### config.mk
export PLATFORM = sky130hd
export DESIGN_NAME = input_auto_on_selector
export DESIGN_NICKNAME = d
export VERILOG_FILES = /design/src/verilog/auto_on_pkg.sv /design/src/verilog/pin_sync.sv /design/src/verilog/input_auto_on_selector.sv
export VERILOG_INCLUDE_DIRS = /design/src /design/src/verilog
export SDC_FILE = /design/constraint.sdc
export NUM_CORES = 1
export LEC_CHECK = 0
export BUFFER_PORTS_ARGS = -buffer_cell sky130_fd_sc_hd__buf_4
export CORE_ASPECT_RATIO = 0.6
export CORE_UTILIZATION = 35
export DETAILED_ROUTE_END_ITERATION = 10
export SKIP_CTS_REPAIR_TIMING = 1
export SLEW_MARGIN = 10
export SYNTH_ARGS = -nofsm -noshare
export SYNTH_HDL_FRONTEND = slang
export SYNTH_SLANG_ARGS = --single-unit
### constraint.sdc
create_clock -name clk_sys -period 3.25 [get_ports clk_sys]
set_clock_uncertainty 0.05 [all_clocks]
set_input_delay 0.65 -clock clk_sys [delete_from_list [all_inputs] [get_ports clk_sys]]
set_output_delay 0.65 -clock clk_sys [all_outputs]
set_load 0.1 [all_outputs]
### src/verilog/auto_on_map.svh
// register offsets, field positions and reset values of the input auto-on selector
`ifndef AUTO_ON_MAP_SVH
`define AUTO_ON_MAP_SVH

////////////////////////////////////////////////////////////////////////////////
// register byte offsets
`define AO_OFS_SELECT        12'h000
`define AO_OFS_ASSIGN        12'h004
`define AO_OFS_STATUS        12'h008
`define AO_OFS_ACTIVE        12'h00C
`define AO_OFS_RESERVED      12'h010

////////////////////////////////////////////////////////////////////////////////
// auto-on selection word field positions
`define AO_SEL_WIDTH         16
`define AO_BIT_SERVO_ON      2
`define AO_BIT_PROP_CTRL     4
`define AO_BIT_FORCED_STOP   5
`define AO_BIT_FWD_LIMIT     10
`define AO_BIT_REV_LIMIT     11
`define AO_SEL_RESET         16'h0000

////////////////////////////////////////////////////////////////////////////////
// pin assignment / control mode word
`define AO_ASG_BIT_FWD_PIN   0
`define AO_ASG_BIT_REV_PIN   1
`define AO_ASG_MODE_LSB      4
`define AO_ASG_MODE_MSB      5
`define AO_ASG_RESET         16'h0003
`define AO_RESERVED_RESET    16'h0000

////////////////////////////////////////////////////////////////////////////////
// status word field positions
`define AO_STS_FUNC_LSB      0
`define AO_STS_FUNC_MSB      4
`define AO_STS_PIN_LSB       8
`define AO_STS_PIN_MSB       12
`define AO_STS_BIT_PENDING   16
`define AO_STS_BIT_RUN       17

////////////////////////////////////////////////////////////////////////////////
// sequencing
`define AO_LOAD_CYCLES       4'h2

`endif

### src/verilog/auto_on_pkg.sv
// types shared by the input auto-on selector
package auto_on_pkg;

    // one bit per assignable input function
    typedef struct packed {
        logic rev_limit;
        logic fwd_limit;
        logic forced_stop;
        logic prop_ctrl;
        logic servo_on;
    } func_vec_t;

    typedef enum logic [1:0] {
        MODE_POSITION,
        MODE_INT_SPEED,
        MODE_INT_TORQUE,
        MODE_UNUSED
    } ctrl_mode_t;

    // settings that only take effect at power-up
    typedef struct packed {
        logic [15:0] select;
        logic        fwd_pin;
        logic        rev_pin;
        ctrl_mode_t  mode;
    } cfg_t;

    typedef enum logic [1:0] {
        PWR_OFF,
        PWR_LOAD,
        PWR_RUN
    } pwr_state_t;

endpackage

### src/verilog/pin_sync.sv
// two-flip-flop synchroniser for a group of asynchronous input pins
`timescale 1ns/1ps

module pin_sync #(
    parameter int WIDTH = 5
) (
    // clock and reset
    input  wire logic             clk_sys,
    input  wire logic             rst,
    // asynchronous pins and their synchronised copies
    input  wire logic [WIDTH-1:0] pin_async,
    output logic      [WIDTH-1:0] pin_sync_r
);

    logic [WIDTH-1:0] meta_r;

    ////////////////////////////////////////////////////////////////////////////
    // the first stage feeds only the second stage
    genvar i;
    generate
        for (i = 0; i < WIDTH; i++) begin : g_bit
            always_ff @(posedge clk_sys) begin
                if (rst) begin
                    meta_r[i]     <= 1'b0;
                    pin_sync_r[i] <= 1'b0;
                end else begin
                    meta_r[i]     <= pin_async[i];
                    pin_sync_r[i] <= meta_r[i];
                end
            end
        end
    endgenerate

endmodule

### src/verilog/input_auto_on_selector.sv
// input auto-on selector: decides whether each input function follows its pin or is forced on
//
// Decided for this implementation: the APB interface to the registers and the address map.
`timescale 1ns/1ps
`include "auto_on_map.svh"

module input_auto_on_selector (
    // clock and reset
    input  wire logic                   clk_sys,
    input  wire logic                   rst,
    // apb slave
    input  wire logic                   psel,
    input  wire logic                   penable,
    input  wire logic                   pwrite,
    input  wire logic [11:0]            paddr,
    input  wire logic [31:0]            pwdata,
    output logic                        pready,
    output logic [31:0]                 prdata,
    output logic                        pslverr,
    // supply monitor, high while power is good (asynchronous)
    input  wire logic                   power_good,
    // external input pins, active high (asynchronous)
    input  wire logic                   servo_on_request_pin,
    input  wire logic                   proportional_control_request_pin,
    input  wire logic                   forced_stop_input_pin,
    input  wire logic                   forward_stroke_limit_pin,
    input  wire logic                   reverse_stroke_limit_pin,
    // effective function states
    output logic                        servo_on_request,
    output logic                        proportional_control_request,
    output logic                        forced_stop_input,
    output logic                        forward_stroke_limit,
    output logic                        reverse_stroke_limit,
    output logic                        config_running
);

    ////////////////////////////////////////////////////////////////////////////
    // declarations
    auto_on_pkg::cfg_t       staged_r;
    auto_on_pkg::cfg_t       active_r;
    auto_on_pkg::func_vec_t  pin_vec;
    auto_on_pkg::func_vec_t  pin_s;
    auto_on_pkg::func_vec_t  func_nxt;
    auto_on_pkg::func_vec_t  func_r;
    auto_on_pkg::pwr_state_t pwr_state_r;
    logic [15:0]             reserved_r;
    logic [3:0]              load_cnt_r;
    logic [1:0]              pg_meta_r;
    logic                    pg_prev_r;
    logic                    power_good_s;
    logic                    pwr_rise;
    logic                    access;
    logic                    wr_take;
    logic                    rd_take;
    logic                    addr_ok;
    logic                    addr_ro;
    logic [31:0]             rdata_nxt;
    logic                    pending;
    logic [15:0]             assign_word;
    logic [15:0]             active_assign;
    logic                    speed_mode;
    logic                    pwr_run;
    logic                    load_now;
    logic                    bad_req;
    logic                    sel_hit;
    logic                    asg_hit;
    logic                    rsv_hit;
    auto_on_pkg::func_vec_t  force_vec;

    // reset value of the assign word, split into its two pin flags
    localparam logic [15:0] ASG_RESET   = `AO_ASG_RESET;
    localparam logic        FWD_PIN_RST = ASG_RESET[`AO_ASG_BIT_FWD_PIN];
    localparam logic        REV_PIN_RST = ASG_RESET[`AO_ASG_BIT_REV_PIN];

    ////////////////////////////////////////////////////////////////////////////
    // pin synchronisation
    assign pin_vec.servo_on    = servo_on_request_pin;
    assign pin_vec.prop_ctrl   = proportional_control_request_pin;
    assign pin_vec.forced_stop = forced_stop_input_pin;
    assign pin_vec.fwd_limit   = forward_stroke_limit_pin;
    assign pin_vec.rev_limit   = reverse_stroke_limit_pin;

    pin_sync #(
        .WIDTH      (5)
    ) u_pin_sync (
        .clk_sys    (clk_sys),
        .rst        (rst),
        .pin_async  (pin_vec),
        .pin_sync_r (pin_s)
    );

    // power-good passes two flops; the edge detector reads only the second
    always_ff @(posedge clk_sys) begin
        if (rst) begin
            pg_meta_r <= 2'h0;
            pg_prev_r <= 1'b0;
        end else begin
            pg_meta_r <= {pg_meta_r[0], power_good};
            pg_prev_r <= pg_meta_r[1];
        end
    end

    assign power_good_s = pg_meta_r[1];
    assign pwr_rise     = power_good_s & ~pg_prev_r;

    ////////////////////////////////////////////////////////////////////////////
    // apb decode
    assign access  = psel & penable & ~pready;
    assign addr_ok = (paddr == `AO_OFS_SELECT)  || (paddr == `AO_OFS_ASSIGN)  ||
                     (paddr == `AO_OFS_STATUS)  || (paddr == `AO_OFS_ACTIVE)  ||
                     (paddr == `AO_OFS_RESERVED);
    assign addr_ro = (paddr == `AO_OFS_STATUS) || (paddr == `AO_OFS_ACTIVE);
    // status and active words only reflect state, so writing them is an error
    assign bad_req = ~addr_ok | (pwrite & addr_ro);
    assign wr_take = access & pwrite & addr_ok & ~addr_ro;
    assign rd_take = access & ~pwrite;

    // one hit per writable word
    assign sel_hit = wr_take & (paddr == `AO_OFS_SELECT);
    assign asg_hit = wr_take & (paddr == `AO_OFS_ASSIGN);
    assign rsv_hit = wr_take & (paddr == `AO_OFS_RESERVED);

    // answer one cycle into the access phase, so every transfer takes three edges
    always_ff @(posedge clk_sys) begin
        if (rst) begin
            pready  <= 1'b0;
            pslverr <= 1'b0;
        end else begin
            pready  <= access;
            pslverr <= access & bad_req;
        end
    end

    always_ff @(posedge clk_sys) begin
        if (rst) begin
            prdata <= 32'h0000_0000;
        end else if (rd_take) begin
            prdata <= rdata_nxt;
        end else if (access) begin
            prdata <= 32'h0000_0000;
        end
    end

    ////////////////////////////////////////////////////////////////////////////
    // staged settings: software writes these, they act only after power-up
    always_ff @(posedge clk_sys) begin
        if (rst) begin
            staged_r.select  <= `AO_SEL_RESET;
            staged_r.fwd_pin <= FWD_PIN_RST;
            staged_r.rev_pin <= REV_PIN_RST;
            staged_r.mode    <= auto_on_pkg::MODE_POSITION;
        end else if (sel_hit) begin
            staged_r.select  <= pwdata[15:0];
        end else if (asg_hit) begin
            staged_r.fwd_pin <= pwdata[`AO_ASG_BIT_FWD_PIN];
            staged_r.rev_pin <= pwdata[`AO_ASG_BIT_REV_PIN];
            staged_r.mode    <= auto_on_pkg::ctrl_mode_t'(
                                    pwdata[`AO_ASG_MODE_MSB:`AO_ASG_MODE_LSB]);
        end
    end

    // reserved word is kept as written; the host is expected to leave it alone
    always_ff @(posedge clk_sys) begin
        if (rst) begin
            reserved_r <= `AO_RESERVED_RESET;
        end else if (rsv_hit) begin
            reserved_r <= pwdata[15:0];
        end
    end

    ////////////////////////////////////////////////////////////////////////////
    // power sequence: active settings copy the staged ones only at power-up
    always_ff @(posedge clk_sys) begin
        if (rst) begin
            pwr_state_r <= auto_on_pkg::PWR_OFF;
            load_cnt_r  <= 4'h0;
        end else begin
            unique case (pwr_state_r)
                auto_on_pkg::PWR_OFF: begin
                    if (pwr_rise) begin
                        pwr_state_r <= auto_on_pkg::PWR_LOAD;
                        load_cnt_r  <= `AO_LOAD_CYCLES;
                    end
                end
                auto_on_pkg::PWR_LOAD: begin
                    if (!power_good_s) begin
                        pwr_state_r <= auto_on_pkg::PWR_OFF;
                    end else if (load_cnt_r == 4'h1) begin
                        pwr_state_r <= auto_on_pkg::PWR_RUN;
                    end
                    load_cnt_r <= load_cnt_r - 4'h1;
                end
                auto_on_pkg::PWR_RUN: begin
                    if (!power_good_s) begin
                        pwr_state_r <= auto_on_pkg::PWR_OFF;
                    end
                end
                // the unused fourth code falls back to power-off rather than sticking
                default: begin
                    pwr_state_r <= auto_on_pkg::PWR_OFF;
                end
            endcase
        end
    end

    // writes during run leave the running setting untouched until the next power-on
    always_ff @(posedge clk_sys) begin
        if (rst) begin
            active_r.select  <= `AO_SEL_RESET;
            active_r.fwd_pin <= FWD_PIN_RST;
            active_r.rev_pin <= REV_PIN_RST;
            active_r.mode    <= auto_on_pkg::MODE_POSITION;
        end else if (load_now) begin
            active_r <= staged_r;
        end
    end

    // copy on the first load cycle only, so settings are taken once per power-up
    assign load_now   = (pwr_state_r == auto_on_pkg::PWR_LOAD) &&
                        (load_cnt_r == `AO_LOAD_CYCLES);
    assign pwr_run    = (pwr_state_r == auto_on_pkg::PWR_RUN);
    // pending tells software that a power cycle is still owed
    assign pending    = (staged_r != active_r);
    assign speed_mode = (active_r.mode == auto_on_pkg::MODE_INT_SPEED);

    ////////////////////////////////////////////////////////////////////////////
    // function resolution
    // selection bits gathered in function order
    assign force_vec.servo_on    = active_r.select[`AO_BIT_SERVO_ON];
    assign force_vec.prop_ctrl   = active_r.select[`AO_BIT_PROP_CTRL];
    assign force_vec.forced_stop = active_r.select[`AO_BIT_FORCED_STOP];
    assign force_vec.fwd_limit   = active_r.select[`AO_BIT_FWD_LIMIT];
    assign force_vec.rev_limit   = active_r.select[`AO_BIT_REV_LIMIT];

    always_comb begin
        func_nxt = '0;
        if (pwr_run) begin
            // a set selection bit forces the function, a clear one passes the pin
            func_nxt = force_vec | pin_s;
            // outside speed mode an unassigned limit still follows its pin input
            if (speed_mode) begin
                if (!active_r.fwd_pin) begin
                    func_nxt.fwd_limit = 1'b1;
                end else begin
                    func_nxt.fwd_limit = force_vec.fwd_limit | pin_s.fwd_limit;
                end
                if (!active_r.rev_pin) begin
                    func_nxt.rev_limit = 1'b1;
                end else begin
                    func_nxt.rev_limit = force_vec.rev_limit | pin_s.rev_limit;
                end
            end
        end
    end

    // outputs stay deasserted while power is down or settings are loading
    always_ff @(posedge clk_sys) begin
        if (rst) begin
            func_r         <= '0;
            config_running <= 1'b0;
        end else begin
            func_r         <= func_nxt;
            config_running <= pwr_run;
        end
    end

    assign servo_on_request             = func_r.servo_on;
    assign proportional_control_request = func_r.prop_ctrl;
    assign forced_stop_input            = func_r.forced_stop;
    assign forward_stroke_limit         = func_r.fwd_limit;
    assign reverse_stroke_limit         = func_r.rev_limit;

    ////////////////////////////////////////////////////////////////////////////
    // read mux
    assign assign_word   = {10'h000, staged_r.mode, 2'h0, staged_r.rev_pin, staged_r.fwd_pin};
    assign active_assign = {10'h000, active_r.mode, 2'h0, active_r.rev_pin, active_r.fwd_pin};

    always_comb begin
        rdata_nxt = 32'h0000_0000;
        unique case (paddr)
            `AO_OFS_SELECT:   rdata_nxt = {16'h0000, staged_r.select};
            `AO_OFS_ASSIGN:   rdata_nxt = {16'h0000, assign_word};
            `AO_OFS_STATUS: begin
                // pins shown after the synchroniser, as the function logic sees them
                rdata_nxt[`AO_STS_FUNC_MSB:`AO_STS_FUNC_LSB] = func_r;
                rdata_nxt[`AO_STS_PIN_MSB:`AO_STS_PIN_LSB]   = pin_s;
                rdata_nxt[`AO_STS_BIT_PENDING]               = pending;
                rdata_nxt[`AO_STS_BIT_RUN]                   = config_running;
            end
            `AO_OFS_ACTIVE:   rdata_nxt = {active_assign, active_r.select};
            `AO_OFS_RESERVED: rdata_nxt = {16'h0000, reserved_r};
            default:          rdata_nxt = 32'h0000_0000;
        endcase
    end

endmodule

==> results.txt, run 1 <==
The run finished with clean final reports. The most frequent cell after synthesis was sky130_fd_sc_hd__dfxtp_1. For the length of the first detailed-routing pass in iterations, the log shows 4. The proportion of power drawn by combinational gates came out at 0.084. Measured in cells, the most critical reg-to-reg path has a length of 4. The setup path with the least slack is of type primary input to register.

The total overflow reported by the global router came out at 0. For the wire length of the first global-routing pass, the log shows 18.51 mm. Setup repair after global routing left no endpoint under its margin. Capture point of the worst reg-to-reg path: prdata[9]. Counting flops and latches in the post-synthesis netlist gives 103.

The terminating pin of the worst hold path is pg_meta_r[1]. The launching point of the worst reg2reg path was pready. Of all cell types, the one taking the most synthesized area is sky130_fd_sc_hd__dfxtp_1. The run gives 294 as the DRC violation total after the first TritonRoute iteration. The initial antenna violation count was 0. The run gives 1.38 ns as the internal reg-to-reg setup slack. TritonCTS built the clock tree. For the placed cell count, the log shows 693. Yosys mapped a number of flops with a built-in enable equal to 0. The max-cap violation count came out at 0. The tools report the cell area reported after detailed placement as 5273 sq um. The area share of the largest cell type after synthesis is 0.4393. The worst setup path is launched from a primary input. The cell count after synthesis came out at 480. The footprint of the multi-input gates was 2409 sq um; the largest fanout on the critical path was 8.

The standby leakage power is 2.357 nW, and the internal power is 1.949 mW. The post-detailed-route wirelength per cell was 16.58 microns. Dividing the detail-routed via count by the number of cells gives 4.913. In this run the count of I/O pins placed on the die edge is 95. Based on the critical path, the design can be clocked at up to 413.6 MHz. The detail route stage leaves a number of antenna-violating nets equal to 0. The logs give 13890 sq um for the floorplan die area and 0.8320 ns for the setup slack of the critical path after layout.

The finished layout holds 709 standard cells, fillers aside. Minimum hold slack: 0.3870 ns. Clock-pin slew reported for the worst setup and hold paths after clock tree synthesis: 0.07 ns. By count the netlist is led by 103 x sky130_fd_sc_hd__dfxtp_1, 67 x sky130_fd_sc_hd__mux2i_1, 55 x sky130_fd_sc_hd__nand2b_1, 33 x sky130_fd_sc_hd__nor2_1, 23 x sky130_fd_sc_hd__clkbuf_1.

The remaining max-slew budget at the tightest pin was 0.4463. No sink is reached through more buffers than the 2 on the longest clock path. For this run, the number of Yosys warnings is 0. The number of global-route vias before repair is 3347.

Period utilization: 0.7440. The share of final-layout standard cells stronger than drive strength 1 is 0.1837. The floorplan step defined a core boundary enclosing 12970 sq um. A synthesized cell averages 9.778 sq um. Power spread over the standard cell area amounts to 466.1 nW/um^2. Die outline height: 91.70 microns. The number of antenna diodes in the final layout is 0.

In the post-synthesis netlist, the biggest area contributors are sky130_fd_sc_hd__dfxtp_1 44%, sky130_fd_sc_hd__mux2i_1 14%, sky130_fd_sc_hd__nand2b_1 7.3%. The post-detailed-routing wire length is 11.75 mm, and the global-route usage over all layers is 0.1790. For the worst setup path, the data required time is 3.48 ns.

The logs give 0 for the number of hold violations in the final report and 94 for the largest net degree at the start of global routing. The relative contribution of sequential cells to total power came out at 0.492. Across the VDD grid, the largest voltage drop is 0.0002749 V. The primary flip-flop cell chosen by synthesis mapping is sky130_fd_sc_hd__dfxtp_1. The cell depth of the worst min-delay path was 1.

Once detailed placement completed, the half-perimeter wirelength came to 8.195 mm. For the count of filler cells inserted in the layout, the log shows 1262. The pin slew with the least headroom to its limit was 0.8306 ns. After layout, the design draws a total of 2.599 mW. The analysis attributes to net switching a power of 0.6500 mW. The residual DRC count came out at 0.

The logs give 0.4917 ns for the setup slack after placement and 3483 for the total vias in the final route. The class of the tightest hold or removal check is register to register. The final setup TNS was 0 ns.

The worst setup path is captured at a register. Counting the buffers created by CTS gives 9. Setup violations remaining at the end of the flow were counted as 0. The switching fraction of total power works out to 0.2501. Clock latency on the worst-skew pair, taken at its later pin, is 0.35 ns. The area growth from synthesis to layout is 18.80%. Share of flip-flops with an asynchronous set or reset: 0. The tools report the max-slew violation count as 0. After routing the design area is 5575 sq um. The congestion estimate from routability-driven global placement came to 0.7973. The source of the worst hold timing path is pg_meta_r[0]. The tools report the total number of H-tree levels as 3.

The layout net count was 592. The minimum clock period after layout was 2.418 ns; the x dimension of the die was 151.5 microns. The count of buffers inserted at the top-level ports is 66.

For this design, the sink count on the clock tree is 103. The clock network fraction of total power was 0.423. The logs give 4693 sq um for the netlist area before placement and 2062 sq um for the register area. The root buffer cell chosen for the clock tree is sky130_fd_sc_hd__clkbuf_16.

The floorplan has 32 rows. The run gives 0.3618 as the starting density of the core. Yosys mapped the design onto 55 distinct sky130hd cell types. The arrival time of data at the critical path endpoint came out at 2.65 ns. The logs give 0.4393 for the part of the Yosys area used for sequential elements and 0.4298 for the final core utilization.
## cell families (layout without fill, tap and decap cells)
group	count (synthesis)	count (layout)	synth area share
flip-flops	103	103	0.4394
AO/OA/AOI/OAI	75	75	0.1109
AND/OR/NAND/NOR	159	159	0.1978
buffers and inverters	50	98	0.05625
XOR/XNOR	21	21	0.03919
multiplexers	68	68	0.1477
adder cells (fa/ha/maj)	3	3	0.007999
other	1	12	0.0007990
## critical path, cell delays in order
cell and delay, ns:
sky130_fd_sc_hd__buf_4 0.10, sky130_fd_sc_hd__or4_1 0.71, sky130_fd_sc_hd__nor4_4 0.68, sky130_fd_sc_hd__nor3b_2 0.36, sky130_fd_sc_hd__o2bb2ai_1 0.14
## worst max path at each step
| stage | start | to | slack [ns] | depth (start not counted) |
|---|---|---|---|---|
| 2_1_floorplan | paddr[11] | reserved_r[5] | 0.92 | 7 |
| 3_3_place_gp | paddr[11] | prdata[21] | 0.53 | 5 |
| 3_5_place_dp | paddr[11] | prdata[17] | 0.49 | 5 |
| 4_1_cts | paddr[11] | prdata[17] | 0.86 | 5 |
| 5_1_grt | paddr[11] | reserved_r[8] | 0.78 | 6 |
| 6_report | paddr[11] | prdata[17] | 0.83 | 5 |
## flip-flops by register name (all words and copies together) (netlist names), 4 cells and up
register / count
prdata: 20
active_r: 16
reserved_r: 16
staged_r: 16
u_pin_sync.meta_r: 5
u_pin_sync.pin_sync_r: 5
active_assign: 4
assign_word: 4
load_cnt_r: 4
## power groups by stage
stage	sequential [mW]	clock (mW)	combinational, mW
finish	1.28	1.10	0.220
global route	1.28	1.19	0.236
CTS	1.28	1.13	0.220
detailed placement	1.31	0	0.220
global placement	1.31	0	0.217
floorplan	1.31	0	0.162
## layout make-up
| cell class | instances | area share |
|---|---|---|
| repair buffers | 75 | 0.1010 |
| clock inverters | 7 | 0.01391 |
| flip-flops and latches | 103 | 0.3698 |
| multi-input cells | 338 | 0.4320 |
| well taps | 170 | 0.03815 |
| inverters | 7 | 0.004713 |
| clock buffers | 9 | 0.04039 |
## placed cells by master, fill, tap and decap left out, types with 2 or more instances in the layout
cell / instances
sky130_fd_sc_hd__nor4_2: 2
sky130_fd_sc_hd__nand3b_1: 2
sky130_fd_sc_hd__inv_6: 3
sky130_fd_sc_hd__inv_1: 7
sky130_fd_sc_hd__a22oi_1: 13
sky130_fd_sc_hd__nor3_1: 3
sky130_fd_sc_hd__nor2b_1: 17
sky130_fd_sc_hd__conb_1: 12
sky130_fd_sc_hd__nor2_1: 33
sky130_fd_sc_hd__a211oi_1: 2
sky130_fd_sc_hd__nor4_4: 2
sky130_fd_sc_hd__a22o_1: 2
sky130_fd_sc_hd__buf_4: 75
sky130_fd_sc_hd__a211o_1: 2
sky130_fd_sc_hd__or4_1: 2
sky130_fd_sc_hd__nand2b_1: 55
sky130_fd_sc_hd__a31oi_1: 2
sky130_fd_sc_hd__a2bb2oi_1: 7
sky130_fd_sc_hd__xnor2_1: 20
sky130_fd_sc_hd__o21a_1: 3
sky130_fd_sc_hd__a21oi_1: 5
sky130_fd_sc_hd__nand4b_1: 2
sky130_fd_sc_hd__o21ai_0: 22
sky130_fd_sc_hd__and3_1: 3
sky130_fd_sc_hd__clkbuf_16: 9
sky130_fd_sc_hd__mux2i_1: 67
sky130_fd_sc_hd__dfxtp_1: 103
sky130_fd_sc_hd__nand2_1: 21
sky130_fd_sc_hd__o31a_1: 2
sky130_fd_sc_hd__nand4_1: 5
sky130_fd_sc_hd__o2bb2ai_1: 9
sky130_fd_sc_hd__ha_1: 3
## metal layers
layer,vias to the layer above,part of all wire,wire (microns),GRT usage
met5,-,0,0,0
met4,0,0.0090,106,0.04703
met3,7,0.086,1009,0.04726
met2,114,0.40,4655,0.2405
met1,1617,0.51,5981,0.2752
li1,1745,-,-,-
(Power assumes the default switching activity.)
==> run 2: changes to the inputs <==
==> constraint.sdc (replaced) <==
create_clock -name clk_sys -period 2.3 [get_ports clk_sys]
set_clock_uncertainty 0.05 [all_clocks]
set_input_delay 0.46 -clock clk_sys [delete_from_list [all_inputs] [get_ports clk_sys]]
set_output_delay 0.46 -clock clk_sys [all_outputs]
set_load 0.1 [all_outputs]
==> run 2 against run 1 <==
Net effect: register-to-register slack worse by 0.85 ns; first-iteration DRC count fell by 32%; sequential cell count stayed put; clock-buffer cell count stayed put; cell area is 1.6% higher; global-route usage rose by 0.21 points; sequential power is 41% higher; routed wire length up 2.2%; power increased by 40%; combinational power up 45%; worst hold slack lost 0.13 ns; non-clock buffer count rose by 12; largest cell class unchanged; largest power group unchanged.
==> results.txt, run 2 (synthesized netlist as in run 1, its figures left out) <==
The run finished with clean final reports. The number of hold violations in the final report was 0 (unchanged); the share of final-layout standard cells stronger than drive strength 1 was 0.2015 (+0.01778). The wire length of the first global-routing pass was 18.92 mm (+2.2%); the residual DRC count was 0 (unchanged). The flip-flop count of the largest register after layout is 20 (unchanged), and the final setup TNS is 0 ns (unchanged). The number of clock sinks came out at 103 (unchanged). The tools report the overall power consumption as 3.641 mW (+40%). The layout net count is 604 (+2.0%), and the total power density per cell area is 642.6 nW/um^2 (+38%). Subtracting the final worst setup slack from the clock period gives 2.015 ns. The post-DP HPWL was 8.792 mm (+7.3%); the floorplan row count was 32 (unchanged). TritonCTS built the clock tree. The vias per cell was 5.007 (+1.9%); the final non-filler cell total was 721 (+1.7%).

The largest fanout on the critical path is 7 (-1), and the final weighted congestion in routability-driven placement is 0.8168 (+2.4%). The boundary pin count came out at 95 (unchanged). The tools report the met2 demand-to-capacity share in global routing as 0.2515 (+0.01104). The required time of the critical path was 2.52 ns (-0.96 ns); the period utilization was 0.8763. The tools report the number of buffers created by CTS as 9 (unchanged). The kind of critical path is primary input to register. The run gives 496.2 MHz as the maximum frequency from static timing analysis.

Global-route usage over all layers: 0.1811 (+0.002086). For the total number of H-tree levels, the log shows 3 (unchanged). The worst hold path belongs to the class primary input to register.

For the final design area excluding fillers, the log shows 5667 sq um (+1.6%). The length of the first detailed-routing pass in iterations was 5 (+1); the diode insertion count for antenna repair was 0 (unchanged). Setup repair after global routing left no endpoint under its margin.

The number of global-route vias before repair was 3410 (+1.9%); the insertion delay to the later sink of the worst-skew pair was 0.35 ns (about the same). The root buffer cell chosen for the clock tree is sky130_fd_sc_hd__clkbuf_16. STA classifies the critical path endpoint as a register. Starting density of the core: 0.3618 (unchanged).

The run gives 0 (unchanged) as the max-slew violation count. The count of filler cells inserted in the layout was 1268 (+0.48%); the clock-pin slew reported for the worst setup and hold paths after clock tree synthesis was 0.08 ns (about the same). The run gives 13890 sq um (unchanged) as the floorplan die area. The run gives 705 (+1.7%) as the placed cell count.

The total vias in the final route came out at 3610 (+3.6%). The logs give 0 (unchanged) for the total overflow reported by the global router and 0.0003462 V (+26%) for the peak supply drop. The maximum buffer depth of the clock tree was 2 (unchanged); the setup violation total in the final timing report was 0 (unchanged).

STA classifies the critical path startpoint as a primary input. The die outline height is 91.70 microns (unchanged). The count of buffers inserted at the top-level ports works out to 66 (unchanged).

The most crowded layer after global routing is met1. The cell area reported after detailed placement is 5375 sq um (+1.9%), and the post-detailed-route wirelength per cell is 16.65 microns (+0.46%). The met3 track utilization from global routing is 0.04179 (-0.005473), and the initial antenna violation count is 0 (unchanged). The register with the most flip-flops in the final layout is prdata. The top cell types in the final layout, fill and taps aside, are 103 x sky130_fd_sc_hd__dfxtp_1, 86 x sky130_fd_sc_hd__buf_4, 67 x sky130_fd_sc_hd__mux2i_1. The standby leakage power came out at 2.414 nW (+2.4%). The run gives 12.01 mm (+2.2%) as the post-detailed-routing wire length.

The area of the core region came out at 12970 sq um (unchanged). Largest net degree at the start of global routing: 49 (-48%). For the arrival time of data at the critical path endpoint, the log shows 2.24 ns (-0.41 ns). For the met1 layer usage reported by global route, the log shows 0.2812 (+0.005951). The remaining antenna violation count after routing was 0 (unchanged); the max-cap violation count was 0 (unchanged). X dimension of the die: 151.5 microns (unchanged). Leading cell type in the layout, fill and taps excluded: sky130_fd_sc_hd__dfxtp_1. From synthesis to final layout, the design area changed by 20.74%. The logs give 0.2579 ns (-0.1290 ns) for the minimum hold slack and 199 (-32%) for the DRC violation total after the first TritonRoute iteration.
-- run 2: changes by cell type in the layout (fill, tap and decap cells not counted), sizes merged --
| cell | previous run | this run |
|---|---|---|
| clkinvlp | 1 | 0 |
| buf | 75 | 87 |
| inv | 10 | 13 |
| clkinv | 2 | 1 |
| bufinv | 1 | 0 |
-- run 2: per-stage QoR --
step / utilization / worst slack [ns]
final: 0.4368 / 0.2846
after global routing: 0.4368 / 0.1907
after detailed placement: 0.4144 / -0.06892
after global placement: 0.4144 / -0.006247
after floorplan: - / 0.1566
after CTS: 0.4368 / 0.2845
-- run 2: critical path, stage by stage --
cell                      delay, ns
sky130_fd_sc_hd__buf_4         0.10
sky130_fd_sc_hd__or4_1         0.66
sky130_fd_sc_hd__buf_4         0.22
sky130_fd_sc_hd__nor4_4        0.28
sky130_fd_sc_hd__buf_4         0.22
sky130_fd_sc_hd__a22oi_1       0.13
sky130_fd_sc_hd__o21ai_0       0.17
-- run 2: path summary, 6_finish.rpt --
check                        from                  endpoint  slack (ns)  depth (start not counted)
max reg2reg         load_cnt_r[0]               active_r[6]        0.53                          7
min                    power_good              pg_meta_r[0]        0.26                          2
min reg2reg  u_pin_sync.meta_r[3]  u_pin_sync.pin_sync_r[3]        0.40                          1
max                     paddr[11]                 prdata[2]        0.28                          7
-- run 2: final cells by class --
class / count / area [sq um] / share of cell area
sequential: 103 / 2062 / 0.3639
timing repair buffer: 87 / 665.6 / 0.1175
tap: 170 / 212.7 / 0.03754
clock buffer: 9 / 225.2 / 0.03974
inverter: 7 / 26.28 / 0.004637
multi-input combinational: 338 / 2409 / 0.4250
clock inverter: 7 / 66.31 / 0.01170
-- run 2: per-layer routing --
| metal | vias to the layer above | wire length, microns |
|---|---|---|
| met5 | - | 0 |
| li1 | 1780 | - |
| met1 | 1715 | 6455 |
| met4 | 0 | 78 |
| met3 | 10 | 665 |
| met2 | 105 | 4806 |
-- run 2: power breakdown --
part	leakage (nW)	total, mW	switching (mW)	internal, mW
sequential	0.833	1.81	0.00956	1.80
clock	0.145	1.52	0.748	0.768
combinational	1.44	0.319	0.211	0.108
